**src/logic/flowctl_pkg.sv**
```systemverilog
// Purpose: Shared constants for the transmit flow-control setup block.
// Assumes: 50 MHz aclk, AXI4-Lite register access, 32-bit data.
// Notes:   Field positions are bit indices into the transmit setup vector.
`default_nettype none
package flowctl_pkg;
   // Vector widths with and without priority flow control
   localparam int TX_BASE_W = 80;
   localparam int TX_PFC_W = 368;
   localparam int RX_BASE_W = 80;
   localparam int RX_PFC_W = 96;
   localparam int STATUS_W = 2;
   localparam int NUM_PRIO = 8;
   localparam int QUANTA_W = 16;
   // Transmit setup field positions
   localparam int BIT_LEGACY_FC_EN = 5;
   localparam int BIT_PFC_EN = 80;
   localparam int BIT_AUTO_RESUME = 81;
   localparam int BIT_PRIO_EN_LO = 88;
   localparam int FLD_PRIO_QUANTA_LO = 96;
   localparam int FLD_PRIO_REFRESH_LO = 112;
   localparam int FLD_PRIO_PITCH = 32;
   localparam int FLD_LEGACY_REFRESH_LO = 352;
   // Pause quantum is 512 bit times at 10 Gb/s
   localparam int QUANTUM_PS = 51200;
   localparam int CLK_PERIOD_PS = 20000;
   localparam int QUANTUM_CYC = (QUANTUM_PS + CLK_PERIOD_PS - 1) / CLK_PERIOD_PS;
   // Register map, byte addresses
   localparam logic [3:0] REG_CTRL = 4'h0;
   localparam logic [3:0] REG_STATUS = 4'h4;
   localparam logic [15:0] CTRL_RESET = 16'(QUANTUM_CYC);
   localparam logic [1:0] RESP_OKAY = 2'h0;
   localparam logic [1:0] RESP_SLVERR = 2'h2;
endpackage : flowctl_pkg
`default_nettype wire

```
**src/logic/tx_flow_setup.sv**
```systemverilog
// Purpose: Transmit flow-control setup vectors, pause frame requests and
//          an AXI4-Lite register port for quanta timing and status.
// Assumes: All inputs are on aclk; frame builder takes requests by
//          valid/ready at its next transmit opportunity.
// Notes:   Lane 0 of the quanta bus carries the legacy pause quanta.
// Operation
// - Expose configuration and status as vectors
// - Apply vectors at frame end, flow control immediately
// - Transmit vector 80 bits, 368 with PFC
// - Receive vector 80 bits, 96 with PFC
// - Two-bit status output vector
// - Bits above 79 exist only with PFC
// - Legacy pause refreshes at legacy refresh count
// - Auto resume sends zero quanta on release
// - Per-priority quanta placed in PFC frames
// - Per-priority refresh regenerates PFC frames
// - Priority request honoured only when enabled
// - PFC pause needs bit 80 set; pending resumes still go out
// - Priority request yields frame at next opportunity
// - Legacy request needs bit 5, else ignored
`timescale 1ns/1ps
`default_nettype none
module tx_flow_setup
   import flowctl_pkg::*;
#(
   parameter bit PFC_INCLUDED = 1'b1,
   parameter int TX_W = PFC_INCLUDED ? flowctl_pkg::TX_PFC_W
                                     : flowctl_pkg::TX_BASE_W,
   parameter int RX_W = PFC_INCLUDED ? flowctl_pkg::RX_PFC_W
                                     : flowctl_pkg::RX_BASE_W
)(
   // Clock and reset
   input wire logic aclk,
   input wire logic aresetn,
   // Setup and status vectors
   input wire logic [TX_W-1:0] tx_setup_vector,
   input wire logic [RX_W-1:0] rx_setup_vector,
   output logic [flowctl_pkg::STATUS_W-1:0] status_vector,
   output logic [flowctl_pkg::TX_BASE_W-1:0] applied_tx_setup,
   output logic [RX_W-1:0] applied_rx_setup,
   // Frame boundary from the transmitter
   input wire logic frame_busy_in,
   // Pause requests
   input wire logic pause_request_in,
   input wire logic [flowctl_pkg::QUANTA_W-1:0] pause_quanta_in,
   input wire logic prio0_pause_request_in,
   input wire logic prio1_pause_request_in,
   input wire logic prio2_pause_request_in,
   input wire logic prio3_pause_request_in,
   input wire logic prio4_pause_request_in,
   input wire logic prio5_pause_request_in,
   input wire logic prio6_pause_request_in,
   input wire logic prio7_pause_request_in,
   // Flow control frame request to the transmitter
   output logic fc_valid,
   input wire logic fc_ready,
   output logic fc_is_pfc,
   output logic [flowctl_pkg::NUM_PRIO-1:0] fc_prio_mask,
   output logic [flowctl_pkg::NUM_PRIO*flowctl_pkg::QUANTA_W-1:0] fc_quanta,
   // AXI4-Lite slave
   input wire logic [3:0] s_axi_awaddr,
   input wire logic s_axi_awvalid,
   output logic s_axi_awready,
   input wire logic [31:0] s_axi_wdata,
   input wire logic [3:0] s_axi_wstrb,
   input wire logic s_axi_wvalid,
   output logic s_axi_wready,
   output logic [1:0] s_axi_bresp,
   output logic s_axi_bvalid,
   input wire logic s_axi_bready,
   input wire logic [3:0] s_axi_araddr,
   input wire logic s_axi_arvalid,
   output logic s_axi_arready,
   output logic [31:0] s_axi_rdata,
   output logic [1:0] s_axi_rresp,
   output logic s_axi_rvalid,
   input wire logic s_axi_rready
);
   localparam int NSRC = NUM_PRIO + 1;
   localparam int LEG = NUM_PRIO;

   // Widths must match the feature option
   if (TX_W != (PFC_INCLUDED ? TX_PFC_W : TX_BASE_W) ||
       RX_W != (PFC_INCLUDED ? RX_PFC_W : RX_BASE_W)) begin : g_bad_w
      $error("setup vector widths do not match PFC option");
   end

   // Full-width view; upper bits read as zero without PFC
   logic [TX_PFC_W-1:0] tx_full;
   if (PFC_INCLUDED) begin : g_pfc
      assign tx_full = tx_setup_vector;
   end else begin : g_nopfc
      assign tx_full = {{(TX_PFC_W-TX_BASE_W){1'b0}},
                        tx_setup_vector[TX_BASE_W-1:0]};
   end

   // Flow-control fields act live; bits 87:82 are never decoded
   logic pfc_en_w, auto_resume_w, leg_en_w;
   logic [NUM_PRIO-1:0] prio_req_w, prio_en_w;
   logic [QUANTA_W-1:0] quanta_w [NSRC];
   logic [QUANTA_W-1:0] refresh_w [NSRC];
   assign pfc_en_w = PFC_INCLUDED & tx_full[BIT_PFC_EN];
   assign auto_resume_w = PFC_INCLUDED & tx_full[BIT_AUTO_RESUME];
   assign leg_en_w = tx_full[BIT_LEGACY_FC_EN];
   assign prio_req_w = {prio7_pause_request_in, prio6_pause_request_in,
                        prio5_pause_request_in, prio4_pause_request_in,
                        prio3_pause_request_in, prio2_pause_request_in,
                        prio1_pause_request_in, prio0_pause_request_in};
   assign quanta_w[LEG] = pause_quanta_in;
   assign refresh_w[LEG] = tx_full[FLD_LEGACY_REFRESH_LO +: QUANTA_W];

   // Quanta tick from the software-set divider
   logic [15:0] ctrl_div_ff, div_cnt_ff, nxt_div_cnt, div_last;
   logic quanta_tick;
   assign div_last = (ctrl_div_ff == '0) ? '0 : 16'(ctrl_div_ff - 1'b1);
   assign quanta_tick = (div_cnt_ff >= div_last);
   assign nxt_div_cnt = quanta_tick ? '0 : 16'(div_cnt_ff + 1'b1);

   // Trackers: eight priorities and the legacy source
   logic [NSRC-1:0] pend_pause, pend_resume, src_active, src_en, src_req;
   logic [NSRC-1:0] grant_pause, grant_resume, refresh_on;
   for (genvar i = 0; i < NSRC; i++) begin : g_src
      if (i < NUM_PRIO) begin : g_prio
         // Field pair i sits on a 32-bit pitch; pair 3 is 223:192
         assign prio_en_w[i] = pfc_en_w & tx_full[BIT_PRIO_EN_LO + i];
         assign quanta_w[i] =
            tx_full[FLD_PRIO_QUANTA_LO + i*FLD_PRIO_PITCH +: QUANTA_W];
         assign refresh_w[i] =
            tx_full[FLD_PRIO_REFRESH_LO + i*FLD_PRIO_PITCH +: QUANTA_W];
         assign src_en[i] = prio_en_w[i];
         assign src_req[i] = prio_req_w[i];
         assign refresh_on[i] = 1'b1;
      end else begin : g_leg
         assign src_en[i] = leg_en_w;
         assign src_req[i] = pause_request_in;
         assign refresh_on[i] = PFC_INCLUDED;
      end
      pause_refresh_tracker u_trk (
         .aclk(aclk),
         .aresetn(aresetn),
         .enable(src_en[i]),
         .request(src_req[i]),
         .auto_resume(auto_resume_w),
         .refresh_on(refresh_on[i]),
         .refresh_value(refresh_w[i]),
         .quanta_tick(quanta_tick),
         .grant_pause(grant_pause[i]),
         .grant_resume(grant_resume[i]),
         .pause_pending(pend_pause[i]),
         .resume_pending(pend_resume[i]),
         .active(src_active[i])
      );
   end

   // Frame builder: priorities go first in one PFC frame, legacy after
   logic fc_valid_ff, fc_pfc_ff;
   logic [NUM_PRIO-1:0] fc_mask_ff;
   logic [NUM_PRIO*QUANTA_W-1:0] fc_quanta_ff, prio_lanes;
   logic [NUM_PRIO-1:0] prio_pend;
   logic build, build_pfc;
   assign prio_pend = pend_pause[NUM_PRIO-1:0] | pend_resume[NUM_PRIO-1:0];
   assign build_pfc = |prio_pend;
   assign build = (~fc_valid_ff | fc_ready)
                & (build_pfc | pend_pause[LEG] | pend_resume[LEG]);
   for (genvar i = 0; i < NUM_PRIO; i++) begin : g_lane
      // Resume frames carry zero quanta
      assign prio_lanes[i*QUANTA_W +: QUANTA_W] =
         pend_pause[i] ? quanta_w[i] : '0;
   end
   assign grant_pause = build ? (build_pfc ? {1'b0, pend_pause[NUM_PRIO-1:0]}
                       : {pend_pause[LEG], {NUM_PRIO{1'b0}}}) : '0;
   assign grant_resume = build ? (build_pfc ? {1'b0, pend_resume[NUM_PRIO-1:0]}
                        : {pend_resume[LEG], {NUM_PRIO{1'b0}}}) : '0;

   // Frame request registers; a request holds until taken
   always_ff @(posedge aclk) begin
      if (!aresetn) begin
         fc_valid_ff <= 1'b0;
         fc_pfc_ff <= 1'b0;
         fc_mask_ff <= '0;
         fc_quanta_ff <= '0;
      end else if (build) begin
         fc_valid_ff <= 1'b1;
         fc_pfc_ff <= build_pfc;
         fc_mask_ff <= build_pfc ? prio_pend : '0;
         fc_quanta_ff <= build_pfc ? prio_lanes
            : {{((NUM_PRIO-1)*QUANTA_W){1'b0}},
               (pend_pause[LEG] ? quanta_w[LEG] : 16'h0000)};
      end else if (fc_ready) begin
         fc_valid_ff <= 1'b0;
      end
   end
   assign fc_valid = fc_valid_ff;
   assign fc_is_pfc = fc_pfc_ff;
   assign fc_prio_mask = fc_mask_ff;
   assign fc_quanta = fc_quanta_ff;

   // Other setup bits change only between frames
   logic [TX_BASE_W-1:0] applied_tx_ff;
   logic [RX_W-1:0] applied_rx_ff;
   always_ff @(posedge aclk) begin
      if (!aresetn) begin
         applied_tx_ff <= '0;
         applied_rx_ff <= '0;
      end else if (!frame_busy_in) begin
         applied_tx_ff <= tx_full[TX_BASE_W-1:0];
         applied_rx_ff <= rx_setup_vector;
      end
   end
   assign applied_tx_setup = applied_tx_ff;
   assign applied_rx_setup = applied_rx_ff;

   // Status: frame request waiting, any pause source active
   logic [STATUS_W-1:0] status_ff;
   always_ff @(posedge aclk) begin
      if (!aresetn) begin
         status_ff <= '0;
      end else begin
         status_ff <= {|src_active, fc_valid_ff};
      end
   end
   assign status_vector = status_ff;

   // AXI4-Lite write: address and data taken in either order
   logic aw_ff, w_ff, bvalid_ff, ar_ok, aw_ok;
   logic [3:0] awaddr_ff, wstrb_ff;
   logic [31:0] wdata_ff;
   logic [1:0] bresp_ff, rresp_ff;
   logic rvalid_ff;
   logic [31:0] rdata_ff, rd_mux;
   logic do_write;
   assign s_axi_awready = ~aw_ff & ~bvalid_ff;
   assign s_axi_wready = ~w_ff & ~bvalid_ff;
   assign do_write = aw_ff & w_ff & ~bvalid_ff;
   assign aw_ok = (awaddr_ff == REG_CTRL) | (awaddr_ff == REG_STATUS);
   always_ff @(posedge aclk) begin
      if (!aresetn) begin
         aw_ff <= 1'b0;
         w_ff <= 1'b0;
         awaddr_ff <= '0;
         wdata_ff <= '0;
         wstrb_ff <= '0;
         bvalid_ff <= 1'b0;
         bresp_ff <= RESP_OKAY;
         ctrl_div_ff <= CTRL_RESET;
      end else begin
         if (s_axi_awvalid && s_axi_awready) begin
            aw_ff <= 1'b1;
            awaddr_ff <= s_axi_awaddr;
         end
         if (s_axi_wvalid && s_axi_wready) begin
            w_ff <= 1'b1;
            wdata_ff <= s_axi_wdata;
            wstrb_ff <= s_axi_wstrb; // Strobes belong to the data beat
         end
         if (do_write) begin
            aw_ff <= 1'b0;
            w_ff <= 1'b0;
            bvalid_ff <= 1'b1;
            bresp_ff <= aw_ok ? RESP_OKAY : RESP_SLVERR;
            if (awaddr_ff == REG_CTRL && wstrb_ff[0]) begin
               ctrl_div_ff[7:0] <= wdata_ff[7:0];
            end
            if (awaddr_ff == REG_CTRL && wstrb_ff[1]) begin
               ctrl_div_ff[15:8] <= wdata_ff[15:8];
            end
         end else if (bvalid_ff && s_axi_bready) begin
            bvalid_ff <= 1'b0;
         end
      end
   end
   assign s_axi_bvalid = bvalid_ff;
   assign s_axi_bresp = bresp_ff;

   // AXI4-Lite read; status bits are live pending flags
   assign s_axi_arready = ~rvalid_ff;
   assign ar_ok = (s_axi_araddr == REG_CTRL) | (s_axi_araddr == REG_STATUS);
   assign rd_mux = (s_axi_araddr == REG_CTRL) ? {16'h0000, ctrl_div_ff}
      : (s_axi_araddr == REG_STATUS) ? {5'h00, fc_valid_ff, status_ff,
                                        6'h00, pend_resume, pend_pause}
      : 32'h0000_0000;
   always_ff @(posedge aclk) begin
      if (!aresetn) begin
         rvalid_ff <= 1'b0;
         rdata_ff <= '0;
         rresp_ff <= RESP_OKAY;
         div_cnt_ff <= '0;
      end else begin
         div_cnt_ff <= nxt_div_cnt;
         if (s_axi_arvalid && s_axi_arready) begin
            rvalid_ff <= 1'b1;
            rdata_ff <= rd_mux;
            rresp_ff <= ar_ok ? RESP_OKAY : RESP_SLVERR;
         end else if (s_axi_rready) begin
            rvalid_ff <= 1'b0;
         end
      end
   end
   assign s_axi_rvalid = rvalid_ff;
   assign s_axi_rdata = rdata_ff;
   assign s_axi_rresp = rresp_ff;
endmodule : tx_flow_setup
`default_nettype wire

```
**src/logic/pause_refresh_tracker.sv**
```systemverilog
// Purpose: Tracks one pause source and asks for pause or resume frames.
// Assumes: Request comes from logic on aclk; no synchroniser needed.
// Notes:   A pending flag is set by an event and cleared by its grant.
`timescale 1ns/1ps
`default_nettype none
module pause_refresh_tracker
   import flowctl_pkg::*;
(
   // Clock and reset
   input wire logic aclk,
   input wire logic aresetn,
   // Settings and request
   input wire logic enable,
   input wire logic request,
   input wire logic auto_resume,
   input wire logic refresh_on,
   input wire logic [flowctl_pkg::QUANTA_W-1:0] refresh_value,
   input wire logic quanta_tick,
   // Grants from the frame builder
   input wire logic grant_pause,
   input wire logic grant_resume,
   // Pending requests
   output logic pause_pending,
   output logic resume_pending,
   output logic active
);
   logic req_d_ff, held_ff, pause_ff, resume_ff;
   logic [QUANTA_W-1:0] count_ff;
   logic req_ok, rise, fall, hit;
   logic nxt_held, nxt_pause, nxt_resume;
   logic [QUANTA_W-1:0] nxt_count;

   // Event decode
   assign req_ok = enable & request;
   assign rise = req_ok & ~req_d_ff;
   assign fall = ~req_ok & req_d_ff;
   assign hit = req_ok & refresh_on & ~pause_ff & ~rise
              & (refresh_value != '0) & (count_ff == refresh_value);
   // Held more than one cycle qualifies a resume frame
   assign nxt_held = req_ok & req_d_ff;
   // Set wins over the grant so no event is lost
   assign nxt_pause = rise | hit | (pause_ff & ~grant_pause & req_ok);
   assign nxt_resume = (fall & held_ff & auto_resume)
                     | (resume_ff & ~grant_resume & ~req_ok);
   // Quanta since the last pause frame; stops once the refresh point is hit
   assign nxt_count = (grant_pause | rise | ~req_ok) ? '0 :
      (quanta_tick && count_ff != refresh_value) ?
      QUANTA_W'(count_ff + 1'b1) : count_ff;

   // State registers
   always_ff @(posedge aclk) begin
      if (!aresetn) begin
         req_d_ff <= 1'b0;
         held_ff <= 1'b0;
         pause_ff <= 1'b0;
         resume_ff <= 1'b0;
         count_ff <= '0;
      end else begin
         req_d_ff <= req_ok;
         held_ff <= nxt_held;
         pause_ff <= nxt_pause;
         resume_ff <= nxt_resume;
         count_ff <= nxt_count;
      end
   end

   assign pause_pending = pause_ff;
   assign resume_pending = resume_ff;
   assign active = req_d_ff;
endmodule : pause_refresh_tracker
`default_nettype wire

```
**config.mk**
```make
export PLATFORM = sky130hd
export DESIGN_NAME = tx_flow_setup
export DESIGN_NICKNAME = d
export VERILOG_FILES = /design/src/logic/flowctl_pkg.sv /design/src/logic/tx_flow_setup.sv /design/src/logic/pause_refresh_tracker.sv
export SDC_FILE = /design/constraint.sdc
export NUM_CORES = 1
export LEC_CHECK = 0
export ABC_CLOCK_PERIOD_IN_PS = 17000
export BUFFER_PORTS_ARGS = -buffer_cell sky130_fd_sc_hd__buf_2
export CAP_MARGIN = 40
export CORE_AREA = 5 5 352 354
export CTS_BUF_LIST = sky130_fd_sc_hd__clkbuf_16
export CTS_CLUSTER_DIAMETER = 60
export DETAILED_ROUTE_END_ITERATION = 8
export DIE_AREA = 0 0 357 359
export PLACE_DENSITY_LB_ADDON = 0.12
export REMOVE_ABC_BUFFERS = 1
export SYNTH_ARGS = -nofsm -noshare
export SYNTH_HDL_FRONTEND = slang
export SYNTH_HIERARCHICAL = 1
export SYNTH_SLANG_ARGS = --single-unit
```
**constraint.sdc**
```tcl
create_clock -name aclk -period 17 [get_ports aclk]
set_input_delay 3.4 -clock aclk [delete_from_list [all_inputs] [get_ports aclk]]
set_output_delay 3.4 -clock aclk [all_outputs]
set_load 0.005 [all_outputs]
```
Word level (Yosys, flattened, before mapping)
Cells that the tools add are included.

$add $sub $neg: 11. Magnitude comparators: 1. Eq/ne operators: 20. Mux-type cells: 26. Bitwise gates (word level): 250. Reduce and logical (&&, ||, !) cells: 45.

Operators with widths (count): $add A16 B1 Y16 const B (10); $mux W16 (10); $eq A16 B16 Y1 (9); $ne A16 B16 Y1 (9); $reduce_bool A16 Y1 (9); $and A1 B1 Y1 (139); $mux W128 (1); $not A1 Y1 (60); $mux W27 (2); $or A1 B1 Y1 (50); $mux W9 (4); $reduce_or A2 Y1 (11); $ge A16 B16 Y1 (1); $logic_not A16 Y1 (1); $sub A16 B1 Y16 const B (1); $logic_and A1 B1 Y1 (15); $reduce_or A9 Y1 (1); $eq A4 B3 Y1 const B (2); $logic_not A4 Y1 (2); $mux W8 (1); $or A8 B8 Y8 (1); $reduce_or A8 Y1 (1); $mux W1 (6); $reduce_bool A2 Y1 (3); other kinds (2) (4).

Register bits: 590. Input bits: 542. Output and inout port bits: 357. Logic and storage cells: 418.

Logic depth before layout (Yosys ltp)
Word-level depth: 10. Gate-level depth with buffers: 17. Gate-level depth less buffers: 16.

By module
The synthesis kept the hierarchy.

By module, submodules not included: tx_flow_setup (times used 1, cells an instance 1480, area each 14856.7 um2, sequential area each 7947.6 um2); pause_refresh_tracker (times used 9, cells an instance 140, area each 1184.9 um2, sequential area each 400.4 um2).

Worst setup path before layout
Ideal clock, no wire load.

Path kind: register -> register. Start point: register ctrl_div_ff[5]. End point: register g_src[0].u_trk.count_ff[11]. Setup time: 0.070 ns. Data arrival time: 5.384 ns. Data required time: 16.930 ns. Path slack: 11.546 ns. Stages on the path, launching flop included: 17. Buffers on the path: 2. Period minus slack after synthesis: 5.454 ns. Cell sequence: dfxtp_1 > clkbuf_1 > nor4_1 > nand4b_1 > or3_1 > clkbuf_1 > and2_1 > ha_1 > nand2b_1 > a2111oi_0 > o41a_1 > o211ai_1 > nand4_1 > nor2_1 > nand2_1 > or4b_1 > a21oi_1.

Word-level cells in the longest chain between the ends: 4. Elaborated cells on any way between the ends: 5. Those cells by class: add/sub: 1; order compare: 1; mux: 1; reduce/logical: 2.

Ends and longest elaborated chain: from (decl) (RTL line tx_flow_setup.sv:113) `logic [15:0] ctrl_div_ff, div_cnt_ff, nxt_div_cnt, div_last;`; from (signal assigned) (RTL line tx_flow_setup.sv:262) `ctrl_div_ff[7:0] <= wdata_ff[7:0];`; $sub A16 B1 Y16 or $logic_not A16 Y1 (tied branches) (RTL line tx_flow_setup.sv:115) `assign div_last = (ctrl_div_ff == '0) ? '0 : 16'(ctrl_div_ff - 1'b1);`; $mux W16 (*) (RTL line tx_flow_setup.sv:115); $ge A16 B16 Y1 (*) (RTL line tx_flow_setup.sv:116) `assign quanta_tick = (div_cnt_ff >= div_last);`; named net quanta_tick (RTL line tx_flow_setup.sv:114) `logic quanta_tick;`; $logic_and A1 B1 Y1 (*) (RTL line pause_refresh_tracker.sv:47) `(quanta_tick && count_ff != refresh_value) ?`; to (signal assigned) (RTL line pause_refresh_tracker.sv:63) `count_ff <= nxt_count;`; to (decl) (RTL line pause_refresh_tracker.sv:28) `logic [QUANTA_W-1:0] count_ff;`.

Mark *: on every way through the listed nets, which the timed path passes. The rest lies on a longest branch. A chain may end at the register's enable or synchronous reset.

==> impl_metrics.toml <==
[finish]
seq_area_um2 = 11550
drive_gt1_frac = 0.3014
num-fill-cells = 13122
final_common_cell = "buf_2"
finish.utilization = 0.2858
stdcell_area_um2 = 34510
nets = 4157
multi_input_area_um2 = 13000
layout_common_cells = "buf_2, dfxtp_1, nor2_1"
syn_to_final_growth_pct = 35.24

[floorplanning]
initial_core_util = 0.2113
die_height_um = 359
fp.dieArea_um2 = 128200
die_w_um = 357
io_pins = 899
num_rows = 128
core_um2 = 120800

[placed_design]
place_area_um2 = 31540
port_buffers = 861
dp_hpwl_um = 81150
place_congestion = 0.7988
pre_cts_slack_ps = 11000

[pwr]
vdd_drop_max_mv = 0.07045
p_per_area_nw_per_um2 = 104.2
totalPowerFinal_w = 0.003596
p_leak_nw = 14.85

[timing]
slew_viol_final = 0
period_share = 0.3102
fin_skew_ps = 44.97
maxSlewHeadroom = 0.3819
worst_slew_pin_slew_ps = 927.1
clock.fmax_mhz = 189.6
hold_violations = 0
tns_ps = 0
rsz0062_at_grt = "no"
period_needed_ps = 5273
finalSetupViolCount = 0
fin_ws_ps = 11730

[global_routing]
grt_max_degree = 91
grt_first_pass_wirelength_um = 154700
grt_pass1_vias = 23345
grt_usage = 0.1579
antenna_found_initial = 29
grt-ovfl-total = 0

[logic_synthesis]
syn_avg_cell_area_um2 = 9.314
yosysWarnings = 6
netlist_area_um2 = 25520
syn_inst = 2740
async_flop_share = 0
yosys_most_used_dff = "dfxtp_1"
ys_ff_latch = 577
ys_seq_area_frac = 0.4526
synth_edf_count = 0
ys_types = 54

[drt]
wire_per_inst_um = 20.08
ant_nets = 0
via_per_inst = 4.440
drt_iter0_drc = 1280
drc = 0
dr.pass1.iters = 5
routed_wl_um = 106400
vias = 23518

[clocking]
cts_hold_buffers = 0
cts_buffers = 89
cts.sinks = 577
post_cts_buffers = 0
root_buffer = "clkbuf_16"
clockBufferDepth = 3
clkLatencyLatePin_ps = 650
htreeDepth = 3
clk_pin_slew_ps = 50
cts_tree = "built"
ctsResizeCount = 0

[critical_path]
critical_path.top_delay_family = "buffers and inverters"
crit_buf_inv = 5
critPathKind = "input port to flop"
required_ps = 17490
arrival_ps = 5770
cp-end-kind = "flop"
cp_max_fo = 70
startpoint_type = "input port"
cp_cell_sequence = "buf_8 > buf_4 > buf_16 > buf_4 > buf_16 > mux2i_1 > nor2_1"
critPathMaxStageDelay_ps = 530
worst_path_max_delay_cell = "buf_4"

[run_status]
status = "finished clean"

[flow_run]
drv_cap = 0

[min_path]
hold_class = "flop to flop"
[kinds of logic after synthesis]
kind of cell / count (synthesis) / share of synthesized area
AO/OA/AOI/OAI: 531 / 0.1395
multiplexers: 231 / 0.09060
other: 2 / 0.0002943
XOR/XNOR: 171 / 0.06133
flip-flops: 577 / 0.4526
buffers and inverters: 210 / 0.04103
adder cells (fa/ha/maj): 28 / 0.01373
AND/OR/NAND/NOR: 990 / 0.2009
[power by group]
group	internal, W	total, W	switching, W
clock network	0.00109	0.00183	0.000736
registers	0.00140	0.00143	0.0000272
logic	0.000150	0.000345	0.000196
total	0.00264	0.00360	0.000958
[worst register-to-register path, stage by stage, from the launching register on]
cell       delay (ps)
dfxtp_1           410
nor4_1            560
nand4b_1          130
or3_1             550
and2_1            270
ha_1              260
nand2b_1           90
a2111oi_0         100
o41a_1            470
o211ai_1          360
buf_4             450
nand4_1           320
nor2_1            370
nand2_1           110
or4b_1            480
a21oi_1           150
[final timing paths]
check                   from                           to  slack (ps)  cells after the start
min reg2reg  s_axi_rdata[16]              s_axi_rdata[16]         450                      2
max reg2reg   ctrl_div_ff[7]  g_src[1].u_trk/count_ff[11]       11850                     15
min          s_axi_rdata[16]              s_axi_rdata[16]         450                      2
max            frame_busy_in         applied_tx_setup[73]       11730                      7
[per-layer routing]
| layer | share of wire | vias up | wire length [um] | GRT usage |
|---|---|---|---|---|
| met5 | 0.00025 | - | 27 | 0 |
| met4 | 0.026 | 4 | 2763 | 0.04755 |
| met3 | 0.077 | 165 | 8233 | 0.04703 |
| met2 | 0.48 | 718 | 50950 | 0.2701 |
| met1 | 0.42 | 11018 | 44390 | 0.1906 |
| li1 | - | 11613 | - | - |
[cells in the mapped netlist, types with 10 or more instances]
cell type,number,area share
xor2_1,16,0.0055
buf_1,15,0.0022
nor2b_1,11,0.0027
ha_1,28,0.014
o21ai_0,45,0.0088
and3_1,35,0.0086
nor3_1,31,0.0061
nand4_1,87,0.021
buf_6,23,0.010
a22o_1,112,0.038
buf_2,30,0.0059
a41oi_1,10,0.0034
a21oi_1,198,0.039
or2_2,27,0.0066
o21ai_1,54,0.011
nand2b_1,15,0.0037
and2_1,16,0.0039
nor4_1,45,0.011
clkbuf_1,84,0.012
or3_1,85,0.021
dfxtp_1,577,0.45
or4_1,46,0.014
buf_4,13,0.0038
o31ai_1,46,0.014
nand2_1,182,0.027
o211a_1,16,0.0063
nand3_1,66,0.013
xnor2_1,146,0.050
mux2i_1,231,0.091
inv_1,45,0.0066
nor2_1,313,0.046
[through the flow]
step                cells  hold slack (ps)
floorplan            2595            429.7
global placement     5104            440.9
detailed placement   5121            445.1
CTS                  5288            451.7
global route         5294            469.2
finish               5297            448.0
[registers in the layout, indices dropped and copies added, names as in the netlist, 8 cells and up]
register and flops:
applied_tx_setup 80, div_cnt_ff 16, fc_prio_mask 8, fc_quanta 128, g_src.u_trk/held_ff 9, wdata_ff 16, s_axi_rdata 21, applied_rx_setup 96
g_src.u_trk/count_ff 144, ctrl_div_ff 16, g_src.u_trk/active 9, g_src.u_trk/pause_pending 9, g_src.u_trk/resume_pending 9
[area by class of cell]
type / instances / share of cell area
inverters: 45 / 0.005111
well taps: 1625 / 0.05891
clock inverters: 78 / 0.02095
flip-flops and latches: 577 / 0.3347
multi-input cells: 1973 / 0.3767
diodes: 9 / 0.0006525
clock buffers: 89 / 0.06453
repair buffers: 901 / 0.1385
No activity file was read; power rests on OpenSTA's default activity.
